## src/hdl/sdfs_cfg.svh

```systemverilog
// constants for the serial diagnostic fault supervisor
`ifndef SDFS_CFG_SVH
`define SDFS_CFG_SVH

// ----------------------------------------------------------------
// clock and timing
// ----------------------------------------------------------------
`define SDFS_CLK_HZ 64'd25000000
`define SDFS_WARN_TIME_MIN 64'd30
`define SDFS_SEC_PER_MIN 64'd60
`define SDFS_WARN_CYCLES (`SDFS_WARN_TIME_MIN * `SDFS_SEC_PER_MIN * `SDFS_CLK_HZ)
`define SDFS_TIMER_W 40

// ----------------------------------------------------------------
// chain addressing
// ----------------------------------------------------------------
`define SDFS_MAX_NODES 5'd31
`define SDFS_MIN_NODE 5'd1

// ----------------------------------------------------------------
// request byte fields
// ----------------------------------------------------------------
`define SDFS_REQ_ACK 7

// ----------------------------------------------------------------
// response byte fields
// ----------------------------------------------------------------
`define SDFS_RSP_OUT_ON 0
`define SDFS_RSP_ACT 1
`define SDFS_RSP_GUARD 4
`define SDFS_RSP_DOOR 5
`define SDFS_RSP_WARN 6
`define SDFS_RSP_ERR 7

// ----------------------------------------------------------------
// detail byte fields (warning and error)
// ----------------------------------------------------------------
`define SDFS_DET_CH_A 0
`define SDFS_DET_CH_B 1
`define SDFS_DET_CROSS 2
`define SDFS_DET_TEMP 3
`define SDFS_DET_ACT 4
`define SDFS_DET_INT 5
`define SDFS_DET_COMM 6

// ----------------------------------------------------------------
// reset values
// ----------------------------------------------------------------
`define SDFS_BYTE_RST 8'h00
`define SDFS_PINS_RST 12'h000
`define SDFS_CNT_RST 2'h0

// ----------------------------------------------------------------
// synchronised pin vector positions
// ----------------------------------------------------------------
`define SDFS_PIN_W 12
`define SDFS_PIN_GA 0
`define SDFS_PIN_GB 1
`define SDFS_PIN_ACT 2
`define SDFS_PIN_DOOR 3
`define SDFS_PIN_FA 4
`define SDFS_PIN_FB 5
`define SDFS_PIN_CROSS 6
`define SDFS_PIN_TEMP 7
`define SDFS_PIN_INT 8
`define SDFS_PIN_BADACT 9
`define SDFS_PIN_SHORT 10
`define SDFS_PIN_CHAIN 11

`endif

```

## src/hdl/sdfs_pkg.sv

```systemverilog
// types for the serial diagnostic fault supervisor
package sdfs_pkg;
  // supervisor states, gray coded along open-enabled-warn-fault-lock
  typedef enum logic [2:0] {
    SDFS_OPEN = 3'h0,
    SDFS_ENABLED = 3'h1,
    SDFS_WARN = 3'h3,
    SDFS_FAULT = 3'h2,
    SDFS_LOCK = 3'h6
  } sdfs_state_e;
  typedef logic [7:0] sdfs_byte_t;
endpackage

```

## src/hdl/sdfs_supervisor.sv

```systemverilog
// fault supervisor and serial diagnostic status of one chain node
// ----------------------------------------------------------------
// Notes on behaviour
// - node answers only at its own chain position, 1 to 31.
// - serial chain input is retimed and passed to the chain output.
// - response and detail bytes refresh every cycle without any request.
// - link loss never changes the safety channel state.
// - internal error switches both safety channels off within a few cycles.
// - non-latching error clears when cause gone and ack falls or guard opens.
// - output channel errors clear only on a guard closing with no warning present.
// - two output faults or shorted channels lock until power removed.
// - warning drops diagnostic ok while channels stay enabled.
// - warning bits follow their causes, no acknowledge needed.
// - warning held 30 minutes switches channels off and lights red.
// - detail bytes show the cause behind each warning or error flag.
// - every status and request bit is active high.
// - response bits 0,1,4,5: outputs on, actuator, guards, door.
// - response bit 6 warning, bit 7 error with channels off.
// - warning detail bits 0-3 faults, 5 internal, 6 link error.
// - error detail bits 0-3 faults, 4 bad actuator, 5 internal.
// ----------------------------------------------------------------
`timescale 1ns/100ps
`include "sdfs_cfg.svh"
module sdfs_supervisor import sdfs_pkg::*; #(
  parameter logic [`SDFS_TIMER_W-1:0] WARN_CYCLES = `SDFS_TIMER_W'(`SDFS_WARN_CYCLES)
) (
  input wire logic mclk,
  input wire logic rst_n,
  input wire logic [4:0] node_position,
  input wire logic guard_input_a,
  input wire logic guard_input_b,
  input wire logic actuator_present,
  input wire logic door_present,
  input wire logic fault_channel_a,
  input wire logic fault_channel_b,
  input wire logic cross_short,
  input wire logic over_temp,
  input wire logic internal_fault,
  input wire logic actuator_invalid,
  input wire logic channels_shorted,
  input wire logic serial_diag_chain_in,
  input wire logic req_valid,
  input wire logic [4:0] req_node,
  input wire sdfs_byte_t diag_request_byte,
  input wire logic link_fail,
  output logic serial_diag_chain_out,
  output logic safety_channel_a,
  output logic safety_channel_b,
  output logic diag_ok,
  output logic fault_led,
  output sdfs_byte_t status_response_byte,
  output sdfs_byte_t warning_detail_byte,
  output sdfs_byte_t error_detail_byte
);
  // ----------------------------------------------------------------
  // helpers
  // ----------------------------------------------------------------
  // rising edge of a level against its previous value
  function automatic logic rose_of(input logic cur, input logic prev);
    return cur & ~prev;
  endfunction

  // saturating two-bit add
  function automatic logic [1:0] sat_add(input logic [1:0] a, input logic [1:0] b);
    logic [2:0] s;
    s = {1'b0, a} + {1'b0, b};
    return s[2] ? 2'h3 : s[1:0];
  endfunction

  logic [`SDFS_PIN_W-1:0] pin_meta_r;
  logic [`SDFS_PIN_W-1:0] pin_s_r;
  logic [`SDFS_PIN_W-1:0] pin_prev_r;
  logic closed_prev_r;
  logic ack_prev_r;
  logic err_int_r;
  logic err_act_r;
  logic [3:0] err_out_r;
  logic lock_r;
  logic [1:0] out_fault_cnt_r;
  logic [1:0] out_fault_cnt_nxt;
  sdfs_state_e state_r;
  sdfs_state_e state_nxt;
  logic guard_closed;
  logic guard_opened;
  logic guard_reclosed;
  logic [3:0] warn_cause;
  logic warn_any;
  logic warn_expired;
  logic node_ok;
  logic req_take;
  logic ack_fall;
  logic err_any;
  logic lock_set;
  logic chan_on;

  // ----------------------------------------------------------------
  // elaboration checks
  // ----------------------------------------------------------------
  initial begin
    if (WARN_CYCLES == '0) begin
      $error("warning shutdown time must be at least one cycle");
    end
  end

  // ----------------------------------------------------------------
  // pin synchronisers
  // ----------------------------------------------------------------
  // two flops on every pin; the first stage feeds only the second
  always_ff @(posedge mclk or negedge rst_n) begin
    if (!rst_n) begin
      pin_meta_r <= `SDFS_PINS_RST;
      pin_s_r <= `SDFS_PINS_RST;
    end else begin
      pin_meta_r <= {serial_diag_chain_in, channels_shorted, actuator_invalid,
                     internal_fault, over_temp, cross_short, fault_channel_b,
                     fault_channel_a, door_present, actuator_present,
                     guard_input_b, guard_input_a};
      pin_s_r <= pin_meta_r;
    end
  end

  // previous synchronised values for edge detection
  always_ff @(posedge mclk or negedge rst_n) begin
    if (!rst_n) begin
      pin_prev_r <= `SDFS_PINS_RST;
      closed_prev_r <= 1'b0;
    end else begin
      pin_prev_r <= pin_s_r;
      closed_prev_r <= guard_closed;
    end
  end

  // ----------------------------------------------------------------
  // chain forwarding
  // ----------------------------------------------------------------
  // downstream traffic retimed toward the gateway
  always_ff @(posedge mclk or negedge rst_n) begin
    if (!rst_n) begin
      serial_diag_chain_out <= 1'b0;
    end else begin
      serial_diag_chain_out <= pin_s_r[`SDFS_PIN_CHAIN];
    end
  end

  // ----------------------------------------------------------------
  // guard and cause decoding
  // ----------------------------------------------------------------
  assign guard_closed = pin_s_r[`SDFS_PIN_GA] & pin_s_r[`SDFS_PIN_GB] & pin_s_r[`SDFS_PIN_ACT];
  assign guard_opened = closed_prev_r & ~guard_closed;
  assign guard_reclosed = rose_of(guard_closed, closed_prev_r);
  assign warn_cause = {pin_s_r[`SDFS_PIN_TEMP], pin_s_r[`SDFS_PIN_CROSS],
                       pin_s_r[`SDFS_PIN_FB], pin_s_r[`SDFS_PIN_FA]};
  assign warn_any = |warn_cause;

  // ----------------------------------------------------------------
  // request intake
  // ----------------------------------------------------------------
  // only a valid position in the chain takes its own request byte
  assign node_ok = (node_position >= `SDFS_MIN_NODE) && (node_position <= `SDFS_MAX_NODES);
  assign req_take = req_valid & ~link_fail & node_ok & (req_node == node_position);
  assign ack_fall = req_take & ack_prev_r & ~diag_request_byte[`SDFS_REQ_ACK];

  // stored ack bit, one acknowledge per falling transition
  always_ff @(posedge mclk or negedge rst_n) begin
    if (!rst_n) begin
      ack_prev_r <= 1'b0;
    end else if (req_take) begin
      ack_prev_r <= diag_request_byte[`SDFS_REQ_ACK];
    end
  end

  // ----------------------------------------------------------------
  // warning persistence
  // ----------------------------------------------------------------
  sdfs_warn_timer #(
    .CW(`SDFS_TIMER_W),
    .LIMIT(WARN_CYCLES)
  ) u_warn_timer (
    .mclk(mclk),
    .rst_n(rst_n),
    .run(warn_any),
    .expired(warn_expired)
  );

  // ----------------------------------------------------------------
  // error latches
  // ----------------------------------------------------------------
  // non-latching errors: cause present holds them, so a set wins
  always_ff @(posedge mclk or negedge rst_n) begin
    if (!rst_n) begin
      err_int_r <= 1'b0;
    end else if (pin_s_r[`SDFS_PIN_INT]) begin
      err_int_r <= 1'b1;
    end else if (ack_fall | guard_opened) begin
      err_int_r <= 1'b0;
    end
  end

  always_ff @(posedge mclk or negedge rst_n) begin
    if (!rst_n) begin
      err_act_r <= 1'b0;
    end else if (pin_s_r[`SDFS_PIN_BADACT]) begin
      err_act_r <= 1'b1;
    end else if (ack_fall | guard_opened) begin
      err_act_r <= 1'b0;
    end
  end

  // output errors: set by an expired warning, cleared at a guard closing with no warning
  always_ff @(posedge mclk or negedge rst_n) begin
    if (!rst_n) begin
      err_out_r <= 4'h0;
    end else begin
      err_out_r <= ((guard_reclosed && !warn_any) ? 4'h0 : err_out_r)
                   | (warn_expired ? warn_cause : 4'h0);
    end
  end

  // output fault events counted toward lockout
  assign out_fault_cnt_nxt = sat_add(out_fault_cnt_r,
    {1'b0, rose_of(pin_s_r[`SDFS_PIN_FA], pin_prev_r[`SDFS_PIN_FA])}
    + {1'b0, rose_of(pin_s_r[`SDFS_PIN_FB], pin_prev_r[`SDFS_PIN_FB])});
  assign lock_set = pin_s_r[`SDFS_PIN_SHORT] | (out_fault_cnt_nxt >= 2'h2);

  // lockout: only a power cycle reset releases it
  always_ff @(posedge mclk or negedge rst_n) begin
    if (!rst_n) begin
      out_fault_cnt_r <= `SDFS_CNT_RST;
      lock_r <= 1'b0;
    end else begin
      out_fault_cnt_r <= out_fault_cnt_nxt;
      lock_r <= lock_r | lock_set;
    end
  end

  assign err_any = err_int_r | err_act_r | (|err_out_r);

  // ----------------------------------------------------------------
  // supervisor state
  // ----------------------------------------------------------------
  // link state is deliberately absent here so a loss holds the outputs
  always_comb begin
    state_nxt = state_r;
    unique case (state_r)
      SDFS_LOCK: state_nxt = SDFS_LOCK;
      SDFS_FAULT: if (!err_any) state_nxt = SDFS_OPEN;
      SDFS_OPEN: if (guard_closed) state_nxt = SDFS_ENABLED;
      SDFS_ENABLED: begin
        if (!guard_closed) state_nxt = SDFS_OPEN;
        else if (warn_any) state_nxt = SDFS_WARN;
      end
      SDFS_WARN: begin
        if (!guard_closed) state_nxt = SDFS_OPEN;
        else if (!warn_any) state_nxt = SDFS_ENABLED;
      end
      default: state_nxt = SDFS_LOCK;
    endcase
    if (lock_r) begin
      state_nxt = SDFS_LOCK;
    end else if (err_any) begin
      state_nxt = SDFS_FAULT;
    end
  end

  always_ff @(posedge mclk or negedge rst_n) begin
    if (!rst_n) begin
      state_r <= SDFS_OPEN;
    end else begin
      state_r <= state_nxt;
    end
  end

  assign chan_on = (state_r == SDFS_ENABLED) || (state_r == SDFS_WARN);

  // ----------------------------------------------------------------
  // safety outputs and indicators
  // ----------------------------------------------------------------
  always_ff @(posedge mclk or negedge rst_n) begin
    if (!rst_n) begin
      safety_channel_a <= 1'b0;
      safety_channel_b <= 1'b0;
      diag_ok <= 1'b0;
      fault_led <= 1'b0;
    end else begin
      safety_channel_a <= chan_on;
      safety_channel_b <= chan_on;
      diag_ok <= (state_r == SDFS_ENABLED);
      fault_led <= (state_r == SDFS_FAULT) || (state_r == SDFS_LOCK) || warn_any;
    end
  end

  // ----------------------------------------------------------------
  // status bytes
  // ----------------------------------------------------------------
  // refreshed every cycle, all bits active high
  always_ff @(posedge mclk or negedge rst_n) begin
    if (!rst_n) begin
      status_response_byte <= `SDFS_BYTE_RST;
      warning_detail_byte <= `SDFS_BYTE_RST;
      error_detail_byte <= `SDFS_BYTE_RST;
    end else begin
      status_response_byte <= `SDFS_BYTE_RST;
      status_response_byte[`SDFS_RSP_OUT_ON] <= chan_on;
      status_response_byte[`SDFS_RSP_ACT] <= pin_s_r[`SDFS_PIN_ACT];
      status_response_byte[`SDFS_RSP_GUARD] <= pin_s_r[`SDFS_PIN_GA] & pin_s_r[`SDFS_PIN_GB];
      status_response_byte[`SDFS_RSP_DOOR] <= pin_s_r[`SDFS_PIN_DOOR];
      status_response_byte[`SDFS_RSP_WARN] <= warn_any && !lock_r && !err_any;
      status_response_byte[`SDFS_RSP_ERR] <= lock_r | err_any;
      warning_detail_byte <= `SDFS_BYTE_RST;
      warning_detail_byte[3:0] <= warn_cause;
      warning_detail_byte[`SDFS_DET_INT] <= pin_s_r[`SDFS_PIN_INT];
      warning_detail_byte[`SDFS_DET_COMM] <= link_fail;
      error_detail_byte <= `SDFS_BYTE_RST;
      error_detail_byte[3:0] <= err_out_r;
      error_detail_byte[`SDFS_DET_CROSS] <= err_out_r[`SDFS_DET_CROSS] | lock_r;
      error_detail_byte[`SDFS_DET_ACT] <= err_act_r;
      error_detail_byte[`SDFS_DET_INT] <= err_int_r;
    end
  end

  // ----------------------------------------------------------------
  // checks
  // ----------------------------------------------------------------
  chain_forward_a: assert property (@(posedge mclk) disable iff (!rst_n)
    ##3 (serial_diag_chain_out == $past(serial_diag_chain_in, 3)))
    else $error("chain output does not follow input");

  internal_off_a: assert property (@(posedge mclk) disable iff (!rst_n)
    pin_s_r[`SDFS_PIN_INT] |-> ##[1:4] (!safety_channel_a && !safety_channel_b))
    else $error("internal error left channels on");

  ack_clears_a: assert property (@(posedge mclk) disable iff (!rst_n)
    (err_int_r && ack_fall && !pin_s_r[`SDFS_PIN_INT]) |=> !err_int_r)
    else $error("acknowledge did not clear internal error");

  out_err_hold_a: assert property (@(posedge mclk) disable iff (!rst_n)
    (|err_out_r && !guard_reclosed) |=> (err_out_r != 4'h0))
    else $error("output error cleared before next closing");

  lock_stays_a: assert property (@(posedge mclk) disable iff (!rst_n)
    lock_r |=> ##1 (lock_r && state_r == SDFS_LOCK && !safety_channel_a) [*2])
    else $error("lockout released without power cycle");

  warn_combo_a: assert property (@(posedge mclk) disable iff (!rst_n)
    (state_r == SDFS_WARN) |=> (safety_channel_a && safety_channel_b && !diag_ok))
    else $error("warning output combination wrong");

  warn_autoclr_a: assert property (@(posedge mclk) disable iff (!rst_n)
    $fell(warn_any) |=> !status_response_byte[`SDFS_RSP_WARN])
    else $error("warning flag stayed after cause left");

  escalate_off_a: assert property (@(posedge mclk) disable iff (!rst_n)
    $rose(warn_expired) |-> ##[1:4] (!safety_channel_a && fault_led))
    else $error("expired warning did not shut down");

  detail_shown_a: assert property (@(posedge mclk) disable iff (!rst_n)
    status_response_byte[`SDFS_RSP_ERR] |-> (error_detail_byte[5:0] != 6'h00))
    else $error("error flagged without detail");

  guard_bit_a: assert property (@(posedge mclk) disable iff (!rst_n)
    status_response_byte[`SDFS_RSP_GUARD]
      == $past(pin_s_r[`SDFS_PIN_GA] & pin_s_r[`SDFS_PIN_GB]))
    else $error("guard bit does not match inputs");
endmodule // sdfs_supervisor

```

## src/hdl/sdfs_warn_timer.sv

```systemverilog
// persistence timer for an uninterrupted warning
`timescale 1ns/100ps
`include "sdfs_cfg.svh"
module sdfs_warn_timer import sdfs_pkg::*; #(
  parameter int CW = `SDFS_TIMER_W,
  parameter logic [CW-1:0] LIMIT = CW'(`SDFS_WARN_CYCLES)
) (
  input wire logic mclk,
  input wire logic rst_n,
  input wire logic run,
  output logic expired
);
  logic [CW-1:0] cnt_r;

  // ----------------------------------------------------------------
  // elaboration checks
  // ----------------------------------------------------------------
  initial begin
    if (LIMIT == '0) begin
      $error("warning limit must be at least one cycle");
    end
  end

  // ----------------------------------------------------------------
  // counter
  // ----------------------------------------------------------------
  // counts consecutive run cycles, restarts at any gap, saturates
  always_ff @(posedge mclk or negedge rst_n) begin
    if (!rst_n) begin
      cnt_r <= '0;
    end else if (!run) begin
      cnt_r <= '0;
    end else if (cnt_r != LIMIT) begin
      cnt_r <= cnt_r + CW'(1);
    end
  end

  assign expired = (cnt_r == LIMIT);

  // a gap in the warning always restarts the count
  gap_restart_a: assert property (@(posedge mclk) disable iff (!rst_n)
    !run |=> !expired) else $error("timer expired without continuous warning");
endmodule // sdfs_warn_timer

```

## config.mk

```make
export PLATFORM = sky130hd
export DESIGN_NAME = sdfs_supervisor
export DESIGN_NICKNAME = d
export VERILOG_FILES = /design/src/hdl/sdfs_pkg.sv /design/src/hdl/sdfs_supervisor.sv /design/src/hdl/sdfs_warn_timer.sv
export VERILOG_INCLUDE_DIRS = /design/src /design/src/hdl
export SDC_FILE = /design/constraint.sdc
export NUM_CORES = 1
export LEC_CHECK = 0
export ABC_AREA = 1
export BUFFER_PORTS_ARGS = -buffer_cell sky130_fd_sc_hd__buf_2
export CORE_MARGIN = 2
export CORE_UTILIZATION = 35
export DETAILED_ROUTE_END_ITERATION = 10
export SLEW_MARGIN = 20
export SYNTH_ARGS = -nofsm -noshare
export SYNTH_HDL_FRONTEND = slang
export SYNTH_SLANG_ARGS = --single-unit
```

## constraint.sdc

```tcl
create_clock -name mclk -period 1.91 [get_ports mclk]
set_input_delay 0.573 -clock mclk [delete_from_list [all_inputs] [get_ports mclk]]
set_output_delay 0.573 -clock mclk [all_outputs]
set_load 0.005 [all_outputs]
```

======== Word level (Yosys, flattened, before mapping) ========
Cells that the tools add are included.
word-level totals
  input bits .............................. 34
  output and inout bits ................... 29
  register bits ........................... 106
  logic and storage cells ................. 93
operators by class
  eq/ne operators ......................... 11
  mux-type cells .......................... 16
  bitwise logic cells ..................... 25
  $add $sub $neg .......................... 3
  order comparisons ....................... 3
  reduce and logical (&&, ||, !) cells .... 16
operators by type and width
  operator                                                                number
  40-bit two-way mux                                                      2
  40-bit by 1-bit adder with 40-bit output (second input constant)        1
  40-bit by 36-bit == test with 1-bit output (second input constant)      1
  40-bit by 36-bit != test with 1-bit output (second input constant)      1
  3-bit two-way mux                                                       7
  3-bit case mux with 4 select lines                                      1
  1-bit AND                                                               11
  4-bit two-way mux                                                       2
  4-bit OR reduction                                                      2
  1-bit OR                                                                7
  3-bit by 2-bit == test with 1-bit output (second input constant)        2
  1-bit inverter                                                          6
  5-bit == test                                                           1
  5-bit by 1-bit >= comparator with 1-bit output (second input constant)  1
  5-bit <= comparator (second input constant)                             1
  5-bit by 4-bit != test with 1-bit output (second input constant)        1
  5-bit != test (second input constant)                                   1
  1-bit logical AND                                                       4
  4-bit != test (second input constant)                                   1
  4-bit OR                                                                1
  2-bit nonzero test                                                      2
  2-bit by 2-bit adder with 3-bit output                                  1
  3-bit by 1-bit == test with 1-bit output (second input constant)        1
  3-bit == test (second input constant)                                   1
  9 further kinds                                                         15

======== Depth between registers and ports, before layout ========
Gate-level depths: netlist of run 1.
  word-level depth ........................ 9
  depth in mapped cells ................... 11

======== Modules after synthesis ========
A second synthesis of run 1 with hierarchy kept.
second synthesis, totals
  cells, all modules ...................... 605
  area, all modules ....................... 4,772.1 µm²
modules (own cells, without submodules)
  module           cells each  instances  area an instance (µm²)  seq. area each (µm²)
  sdfs_warn_timer  432         1          2,716.4                 1,001.0
  sdfs_supervisor  173         1          2,055.7                 1,476.4

======== Worst setup path before layout of run 1 ========
No wires, ideal clock.
  path type ............................... register -> register
  start point ............................. register u_warn_timer.cnt_r[0]
  end point ............................... register u_warn_timer.cnt_r[22]
  path slack .............................. 0.466 ns
  clock period less this slack ............ 1.444 ns
  stages on the path, launching flop included .. 10
  arrival time ............................ 1.321 ns
  cells stage by stage .................... dfrtp_1 -> ha_1 -> nand2_2 -> inv_2 -> nand3_4 -> nor2_8 -> nand2_2 -> nor2_4 -> and2_1 -> nor3_2
on the way
  word-level cells in the longest chain between the ends .. 3
  elaborated cells on any way between the ends .. 5
RTL lines
  element                                   RTL line               RTL
  from (decl)                               sdfs_warn_timer.sv:13  logic [CW-1:0] cnt_r;
  from (signal assigned)                    sdfs_warn_timer.sv:34  cnt_r <= cnt_r + CW'(1);
  40-bit by 1-bit adder with 40-bit output  sdfs_warn_timer.sv:34
  40-bit two-way mux                        sdfs_warn_timer.sv:33  end else if (cnt_r != LIMIT) begin
  40-bit two-way mux                        sdfs_warn_timer.sv:31  end else if (!run) begin
Several ways; a longest one is shown, not always the timed one. The select of a mux whose other input is x is not followed.
A chain may end at the register's enable or synchronous reset.

======== Worst setup path after layout of run 1 ========
  start point ............................. register u_warn_timer.cnt_r[0]
  end point ............................... register u_warn_timer.cnt_r[12]
Same word-level chain as after synthesis.

==> results of run 1 <==
## cells by family (layout without fill, tap and decap cells)
| logic type | count (synthesis) | count (layout) | synth area share, % |
|---|---|---|---|
| adder cells (fa/ha/maj) | 3 | 3 | 0.981 |
| flip-flops | 99 | 99 | 54.0 |
| AND/OR/NAND/NOR | 304 | 304 | 31.5 |
| AO/OA/AOI/OAI | 45 | 45 | 5.10 |
| other | 1 | 6 | 0.0817 |
| buffers and inverters | 80 | 137 | 7.41 |
| XOR/XNOR | 5 | 5 | 0.954 |
## worst max-delay path by stage
stage,endpoint,slack (ns),cells after the start
6_report,u_warn_timer.cnt_r[12],0.20,9
5_1_grt,u_warn_timer.cnt_r[32],0.01,9
4_1_cts,u_warn_timer.cnt_r[28],0.20,9
3_5_place_dp,u_warn_timer.cnt_r[28],0.20,9
3_3_place_gp,u_warn_timer.cnt_r[28],0.26,9
2_1_floorplan,u_warn_timer.cnt_r[22],0.47,9
## synth_stat cells (2+ instances only)
library cell / number
or2_2: 4
buf_2: 2
inv_2: 6
xor2_1: 4
nand3_1: 23
nor3_1: 15
o21ai_0: 21
inv_1: 62
nand2_2: 13
buf_4: 8
nor2_2: 4
nor2_1: 92
ha_1: 2
nor2_4: 5
nor3_2: 2
nand4_1: 13
nor3_4: 3
nand3b_1: 2
dfrtp_1: 99
a21oi_1: 18
nand2_1: 119
o21ai_1: 3
## stage by stage
stage          setup WS (ns)  instance area, um2  utilization (%)  power, mW
6_report               0.202                5340             42.0       4.49
5_1_grt              0.00989                5340             42.0       4.73
4_1_cts                0.201                5340             41.9       4.55
3_3_place_gp           0.264                5050             39.7       2.76
3_5_place_dp           0.200                5050             39.7       2.79
2_1_floorplan          0.466                4610                -       2.62
## power by group
part | switching [mW] | internal (mW) | total [mW]
logic | 0.257 | 0.153 | 0.410
registers | 0.113 | 2.22 | 2.33
clock network | 0.790 | 0.958 | 1.75
## layout make-up
cell class / count / area share, %
clock buffers: 11 / 4.73
repair buffers: 54 / 5.81
multi-input cells: 363 / 33.6
clock inverters: 4 / 0.632
inverters: 68 / 4.78
well taps: 172 / 4.03
flip-flops and latches: 99 / 46.4
## sequential cells by signal, summed over array words and instances, names as in the netlist
register and flops:
pin_meta_r 12, closed_prev_r 1, fault_led 1, pin_prev_r 3
pin_s_r 12, serial_diag_chain_out 1, error_detail_byte 6, err_int_r 1
err_out_r 4, warning_detail_byte 5, status_response_byte 4, lock_r 1
ack_prev_r 1, diag_ok 1, out_fault_cnt_r 2, state_r 3
u_warn_timer.cnt_r 40, err_act_r 1
## routing by layer
metal	vias to the layer above	track usage, %	wire, um
met1	1638	19.2	4410
li1	1796	-	-
met4	0	5.58	172
met2	59	21.5	4210
met5	-	0	0
met3	13	3.81	364
==> impl_metrics.csv, run 1 <==
group,metric,value,unit
synthesis,synthFlopType,"dfrtp_1",
synthesis,synthTopCellsByArea,"dfrtp_1, nand2_1, nor2_1",
setup_path,reg2reg_from,"u_warn_timer.cnt_r[0]",
floorplanning,die_w,119,um
setup_path,critPathMostFrequentCell,"nand2_1",
floorplanning,io_pins,63,
finish,multi_input_area,1800,um2
finish,diodes,0,
global_routing,grt_pass1_wl,15700,um
global_routing,grt_pass1_vias,3317,
timing,setup_viol,0,
power,p_per_area,840,nW/um2
clocking,post-cts-setup-buffers,0,
detailed_routing,postRouteAntennaNets,0,
finish,synthToLayoutAreaGrowth,16.4,%
min_path,min_path_type,"in2async",
setup_path,path_cells,"ha_1 > nand2_2 > nor2_1 > nand2_1 > nor2_1 > nand2_1 > nand2_1 > nand2_1 > nor2_1",
detailed_routing,drc_errors,0,
power,power_leakage,2.59,nW
detailed_routing,wirelength,9150,um
setup_path,startpoint_type,"flip-flop",
synthesis,netlist.area_leader.share,54.0,%
setup_path,endpoint_kind,"flip-flop",
clocking,hold_buffers,0,
floorplanning,std_cell_rows,41,
setup_path,crit_path_start,"u_warn_timer.cnt_r[0]",
finish,seqCellArea,2480,um2
setup_path,r2r-end,"u_warn_timer.cnt_r[12]",
setup_path,r2r.worst_path.cells,9,
finish,nNetsFinal,632,
detailed_routing,avgViaCountPerCell,4.55,
detailed_routing,drt_pass1_iterations,4,
synthesis,synth_seq_area_share,54.0,%
global_routing,grt_max_degree,37,
timing,whs,0.117,ns
setup_path,critical_path_required,2.20,ns
placed_design,dpl.hpwl,6920,um
setup_path,cp_slowest_cell,"dfrtp_1",
detailed_routing,wire_per_inst,11.9,um
global_routing,antenna_found_initial,0,
setup_path,critPathArrivalTime,2.00,ns
timing,slew_viol_final,0,
timing,skew,0.00623,ns
synthesis,ys_types,39,
floorplanning,initial_core_util,36.1,%
flow_run,max-cap-violations,0,
synthesis,yosysTopAreaCell,"dfrtp_1",
detailed_routing,drt-initial-drc-count,182,
synthesis,netlist_area,4590,um2
timing,setup_tns,0,ns
clocking,cts_resized,0,
placed_design,dp_cells,756,
timing,hold_violations,0,
setup_path,crit_buf_inv,0,
synthesis,synthCells,537,
synthesis,synth_edf_count,0,
synthesis,yosysWarnings,0,
setup_path,max_stage_delay,0.44,ns
clocking,worstSkewPairLatency,0.35,ns
timing,fin_crit_sh,89.4,%
timing,fin_crit,1.71,ns
placed_design,portBuffers,49,
clocking,clk_path_buf_depth,2,
floorplanning,die-area,14000,um2
floorplanning,die_height,119,um
synthesis,syn_area_per_cell,8.55,um2
clocking,cts_sinks,99,
setup_path,cp_max_fo,6,
setup_path,worst-setup-path-type,"reg2reg",
status,status,"finished, final reports clean",
setup_path,crit_family,"simple AND/OR/NAND/NOR gates",
floorplanning,core,12700,um2
power,peakVddDrop,491,uV
clocking,htree_levels,3,
global_routing,grt-ovfl-total,0,
clocking,clk_pin_slew_worst_paths,0.07,ns
finish,layout_common_cells,"nand2_1, dfrtp_1, nor2_1, inv_1, buf_2",
finish,fillers,1319,
global_routing,grt_use_total,14.1,%
detailed_routing,vias,3506,
finish,layout-drive-gt1-share,18.7,%
setup_path,reg2reg_setup_slack,0.20,ns
clocking,cts_tree,"yes",
clocking,root_buffer,"clkbuf_16",
finish,final_common_cell,"nand2_1",
clocking,cts_buffers,9,
placed_design,gp_congestion,0.881,
timing,grt_setup_unrepaired,"no",
timing,max_freq,0.586,GHz
finish,instances_no_fill,771,
synthesis,asyncSetResetFlopFracSynth,100,%
synthesis,ys_ff_latch,99,
Note: power is estimated with default switching activity, not from simulation.
==> run 2: changes to the inputs <==
Settings changed: PLACE_DENSITY_LB_ADDON from default to 0.1.
==> impl_metrics.csv, run 2 (synthesis gave the netlist of run 1 again) <==
group,metric,value,unit
timing,setup_viol,0,
timing,grt_setup_unrepaired,"no",
detailed_routing,postRouteAntennaNets,0,
power,switching_share,27.1,%
clocking,cts_buffers,9,
clocking,htree_levels,3,
setup_path,endpoint_kind,"flip-flop",
power,p_int,3.29,mW
placed_design,portBuffers,49,
power,p_per_area,848,nW/um2
finish,multi_input_area,1790,um2
global_routing,antenna_found_initial,0,
power,p_comb_share,9.1,%
placed_design,gp_congestion,0.861,
finish,layout_common_cells,"nand2_1, dfrtp_1, nor2_1, inv_1, buf_2",
finish,instances_no_fill,772,
finish,fillers,1348,
detailed_routing,wirelength,9470,um
setup_path,critical_path_required,2.20,ns
floorplanning,initial_core_util,36.1,%
timing,slew_viol_final,0,
floorplanning,die_height,119,um
placed_design,dp_cells,756,
clocking,clk_path_buf_depth,2,
floorplanning,die_w,119,um
status,status,"finished, final reports clean",
power,peakVddDrop,515,uV
global_routing,grt-ovfl-total,0,
timing,worst_slew_pin_slew,0.526,ns
power,netSwitchingPower,1.23,mW
global_routing,grt_max_degree,100,
finish,top_regs,"u_warn_timer.cnt_r: 40 flops, pin_meta_r: 12 flops, pin_s_r: 12 flops",
clocking,clk_pin_slew_worst_paths,0.07,ns
finish,synthToLayoutAreaGrowth,16.2,%
floorplanning,die-area,14000,um2
global_routing,grt_use_total,14.7,%
clocking,cts_tree,"yes",
finish,seqCellArea,2480,um2
power,power_leakage,2.59,nW
setup_path,cp_max_fo,6,
floorplanning,core,12700,um2
finish,final_util,41.9,%
detailed_routing,vias,3523,
global_routing,grt_pass1_wl,16300,um
timing,timing.slew.headroom,64.9,%
detailed_routing,drt_pass1_iterations,5,
timing,fin_crit_sh,89.1,%
min_path,min_path_type,"in2async",
setup_path,worst-setup-path-type,"reg2reg",
floorplanning,io_pins,63,
timing,skew,0.00703,ns
clocking,cts_sinks,99,
timing,hold_violations,0,
power,seqPwrFrac,51.4,%
clocking,worstSkewPairLatency,0.35,ns
clocking,root_buffer,"clkbuf_16",
timing,max_freq,0.587,GHz
timing,setup_tns,0,ns
finish,largest_register,"u_warn_timer.cnt_r",
power,pwr-share-clk,39.6,%
flow_run,max-cap-violations,0,
placed_design,dpl.hpwl,7010,um
finish,largest_reg_flops,40,
global_routing,grt_pass1_vias,3424,
finish,layout-drive-gt1-share,19.0,%
floorplanning,std_cell_rows,41,
timing,fin_crit,1.70,ns
finish,nNetsFinal,632,
setup_path,critPathArrivalTime,1.99,ns
clocking,post-cts-setup-buffers,0,
power,p_total,4.52,mW
detailed_routing,avgViaCountPerCell,4.56,
detailed_routing,drc_errors,0,
finish,final_common_cell,"nand2_1",
setup_path,startpoint_type,"flip-flop",
detailed_routing,drt-initial-drc-count,146,
finish,diodes,0,
detailed_routing,wire_per_inst,12.3,um
run 2: worst paths after layout:
kind	start	endpoint	slack, ns	cells after the start
worst min register to register	pin_meta_r[4]	pin_s_r[4]	0.35	0
worst max-delay path	u_warn_timer.cnt_r[1]	u_warn_timer.cnt_r[28]	0.21	9
max in group asynchronous	rst_n	u_warn_timer.cnt_r[1]	1.23	2
worst max register to register	u_warn_timer.cnt_r[1]	u_warn_timer.cnt_r[28]	0.21	9
min in group mclk	fault_channel_a	pin_meta_r[4]	0.32	1
worst min-delay path	rst_n	pin_meta_r[11]	0.26	2
run 2: cell type report:
class	instances	share of cell area (%)
Sequential cell	99	46.5
Multi-Input combinational cell	363	33.6
Timing Repair Buffer	54	5.58
Inverter	68	4.79
Clock buffer	9	4.22
Tap cell	172	4.03
Clock inverter	7	1.31
run 2: routing by layer:
layer / up-vias / part of all wire (%) / global-route usage (%)
met5: - / 0 / 0
met4: 0 / 2.3 / 8.04
met3: 16 / 4.8 / 3.09
met2: 73 / 45 / 22.4
met1: 1636 / 48 / 19.6
li1: 1798 / - / -
run 2: power by group through the flow:
stage / clock (mW) / sequential, mW / combinational (mW)
floorplan: 0 / 2.35 / 0.275
global placement: 0 / 2.36 / 0.411
detailed placement: 0 / 2.36 / 0.419
CTS: 1.87 / 2.32 / 0.422
global route: 1.96 / 2.34 / 0.482
finish: 1.79 / 2.32 / 0.410
run 2: stage by stage:
step	hold slack [ns]	worst slack, ns	instance area, um2
finish	0.264	0.207	5330
global route	0.298	0.0382	5330
CTS	0.294	0.144	5330
detailed placement	0.335	0.155	5040
global placement	0.331	0.159	5040
floorplan	0.277	0.466	4610
run 2: repair_timing:
action | in CTS | in global routing
hold buffers | 0 | 0
endpoints found under the setup margin | 0 | 3
resized for setup | 0 | 1
run 2: critical path, stage by stage (launching register included):
cell and delay, ns:
dfrtp_2 0.41, ha_1 0.20, nand2_2 0.07, nor2_1 0.18
nand2_1 0.17, nor2_2 0.23, nand3b_1 0.16, nand2_1 0.09
nand2_1 0.05, nor2_1 0.08
==> run 3: changes to the inputs <==
Settings changed: ABC_AREA 1 to default, CTS_BUF_LIST from default to sky130_fd_sc_hd__clkbuf_8.
==> impl_metrics.csv, run 3 <==
group,metric,value,unit
setup_path,crit_path_start,"u_warn_timer.cnt_r[0]",
power,peakVddDrop,513,uV
floorplanning,die_height,111,um
setup_path,reg2reg_from,"u_warn_timer.cnt_r[0]",
synthesis,synthCells,336,
placed_design,portBuffers,49,
finish,synthToLayoutAreaGrowth,27.7,%
finish,nNetsFinal,475,
power,p_comb_share,13.6,%
setup_path,critical_path_required,2.23,ns
finish,final_util,46.4,%
timing,fin_crit_sh,100,%
floorplanning,initial_core_util,36.3,%
synthesis,synthTopCellsByArea,"dfrtp_1, xor2_1, nor2_1",
power,switching_share,26.3,%
global_routing,antenna_found_initial,0,
detailed_routing,wire_per_inst,14.3,um
synthesis,ys_types,44,
power,p_per_area,809,nW/um2
synthesis,synth_edf_count,0,
flow_run,max-cap-violations,0,
setup_path,cp_max_fo,3,
timing,skew,0.00878,ns
finish,instances_no_fill,583,
setup_path,endpoint_kind,"flip-flop",
min_path,min_path_type,"in2async",
detailed_routing,avgViaCountPerCell,4.77,
timing,max_freq,0.523,GHz
power,power_leakage,2.36,nW
finish,largest_reg_flops,40,
timing,setup_viol,1,
global_routing,grt_max_degree,52,
status,status,"finished with violations",
timing,setup_tns,-0.00180,ns
clocking,cts_buffers,9,
clocking,cts_sinks,99,
detailed_routing,drc_errors,0,
synthesis,netlist_area,3990,um2
clocking,cts_tree,"yes",
synthesis,yosysWarnings,0,
floorplanning,die_w,111,um
power,seqPwrFrac,55.2,%
setup_path,worst-setup-path-type,"reg2reg",
status,violations,"negative setup slack",
global_routing,grt-ovfl-total,0,
synthesis,yosysTopAreaCell,"dfrtp_1",
placed_design,dpl.hpwl,5660,um
detailed_routing,vias,2781,
detailed_routing,wirelength,8330,um
floorplanning,std_cell_rows,38,
clocking,worstSkewPairLatency,0.38,ns
synthesis,netlist.area_leader.share,62.1,%
timing,grt_setup_unrepaired,"yes",
power,pwr-share-clk,31.2,%
power,p_total,4.12,mW
floorplanning,io_pins,63,
placed_design,place_ws,-0.150,ns
finish,final_common_cell,"dfrtp_1",
setup_path,r2r-end,"u_warn_timer.cnt_r[30]",
synthesis,asyncSetResetFlopFracSynth,100,%
synthesis,synth_seq_area_share,62.1,%
setup_path,reg2reg_setup_slack,-0.002,ns
placed_design,dp_cells,561,
finish,largest_register,"u_warn_timer.cnt_r",
global_routing,grt_pass1_vias,2782,
finish,layout-drive-gt1-share,33.9,%
global_routing,grt_pass1_wl,13900,um
power,netSwitchingPower,1.08,mW
global_routing,grt_use_total,14.2,%
finish,diodes,0,
setup_path,r2r.worst_path.cells,8,
clocking,hold_buffers,0,
finish,layout_common_cells,"dfrtp_1, buf_2, buf_4, nor2_1, xor2_1",
detailed_routing,drt-initial-drc-count,115,
clocking,htree_levels,3,
timing,hold_violations,0,
timing,fin_crit,1.91,ns
floorplanning,die-area,12300,um2
clocking,root_buffer,"clkbuf_8",
placed_design,place_area,4740,um2
finish,top_regs,"u_warn_timer.cnt_r: 40 flops, pin_meta_r: 12 flops, pin_s_r: 12 flops",
finish,final_area,5100,um2
synthesis,synth_most_common_cell,"dfrtp_1",
setup_path,critPathArrivalTime,2.23,ns
power,p_int,3.04,mW
placed_design,gp_congestion,0.763,
synthesis,synth_commonest_cells,"dfrtp_1, nor2_1, xor2_1",
synthesis,synthFlopType,"dfrtp_1",
timing,whs,0.0811,ns
detailed_routing,drt_pass1_iterations,4,
timing,slew_viol_final,0,
setup_path,startpoint_type,"flip-flop",
synthesis,syn_area_per_cell,11.9,um2
synthesis,ys_ff_latch,99,
clocking,clk_pin_slew_worst_paths,0.09,ns
floorplanning,core,11000,um2
detailed_routing,postRouteAntennaNets,0,
timing,fin_ws,-0.00180,ns
clocking,clk_path_buf_depth,2,
run 3: changes by cell type in the layout (fill, tap and decap cells not counted), moves of 11 or more:
cell,previous run,this run
nand2_1,119,20
inv_1,62,9
nor2_1,92,40
buf_4,5,47
xor2_1,4,24
o21ai_0,21,5
a21oi_1,18,3
nand2_2,13,1
clkbuf_8,0,11
run 3: power by group through the flow:
stage	combinational, mW	sequential [mW]	clock [mW]
final	0.561	2.27	1.29
after global routing	0.633	2.29	1.43
after CTS	0.482	2.27	1.35
after detailed placement	0.458	2.31	0
after global placement	0.449	2.31	0
after floorplan	0.194	2.35	0
run 3: kinds of logic after synthesis:
group	synth area share (%)
buf+inv	3.01
mux	1.03
xor+xnor	6.80
flops	62.1
simple gates	21.3
other cells	0.0940
compound gates	4.55
fa+ha+maj	1.13
run 3: critical path, stage by stage (launching register included):
cell and delay (ns):
dfrtp_1 0.42, ha_4 0.16, nand2_2 0.07, nor4_4 0.27, buf_4 0.18, buf_4 0.12, nand4_1 0.13, or4_1 0.42
nand2_1 0.08
run 3: worst max path at each step:
| stage | endpoint | slack [ns] | cells past startpoint |
|---|---|---|---|
| 2_1_floorplan | u_warn_timer.cnt_r[33] | -0.02 | 5 |
| 3_3_place_gp | err_int_r | -0.14 | 6 |
| 3_5_place_dp | err_act_r | -0.15 | 6 |
| 4_1_cts | u_warn_timer.cnt_r[32] | -0.05 | 9 |
| 5_1_grt | u_warn_timer.cnt_r[32] | -0.05 | 6 |
| 6_report | u_warn_timer.cnt_r[30] | -0.002 | 8 |
run 3: metal layers:
layer / up-vias / wire (um) / track usage (%)
met5: - / 0 / 0
met4: 0 / 140 / 6.50
met3: 9 / 302 / 3.39
met2: 52 / 3720 / 21.4
met1: 1361 / 4170 / 19.4
li1: 1359 / - / -
run 3: layout make-up:
| class | count | area [um2] |
|---|---|---|
| fill | 1033 | 5890 |
| sequential | 99 | 2480 |
| multi-input combinational | 218 | 1550 |
| timing repair buffer | 100 | 667 |
| tap | 140 | 175 |
| clock buffer | 11 | 151 |
| inverter | 10 | 42.5 |
| clock inverter | 5 | 35.0 |
run 3: what timing repair did:
action                     4_1_cts  5_1_grt
hold endpoints to repair         0        0
pin swaps                        4        7
setup buffers                    3        3
gates resized for setup          8       19
gates cloned                     0        0
setup endpoints to repair       15       17
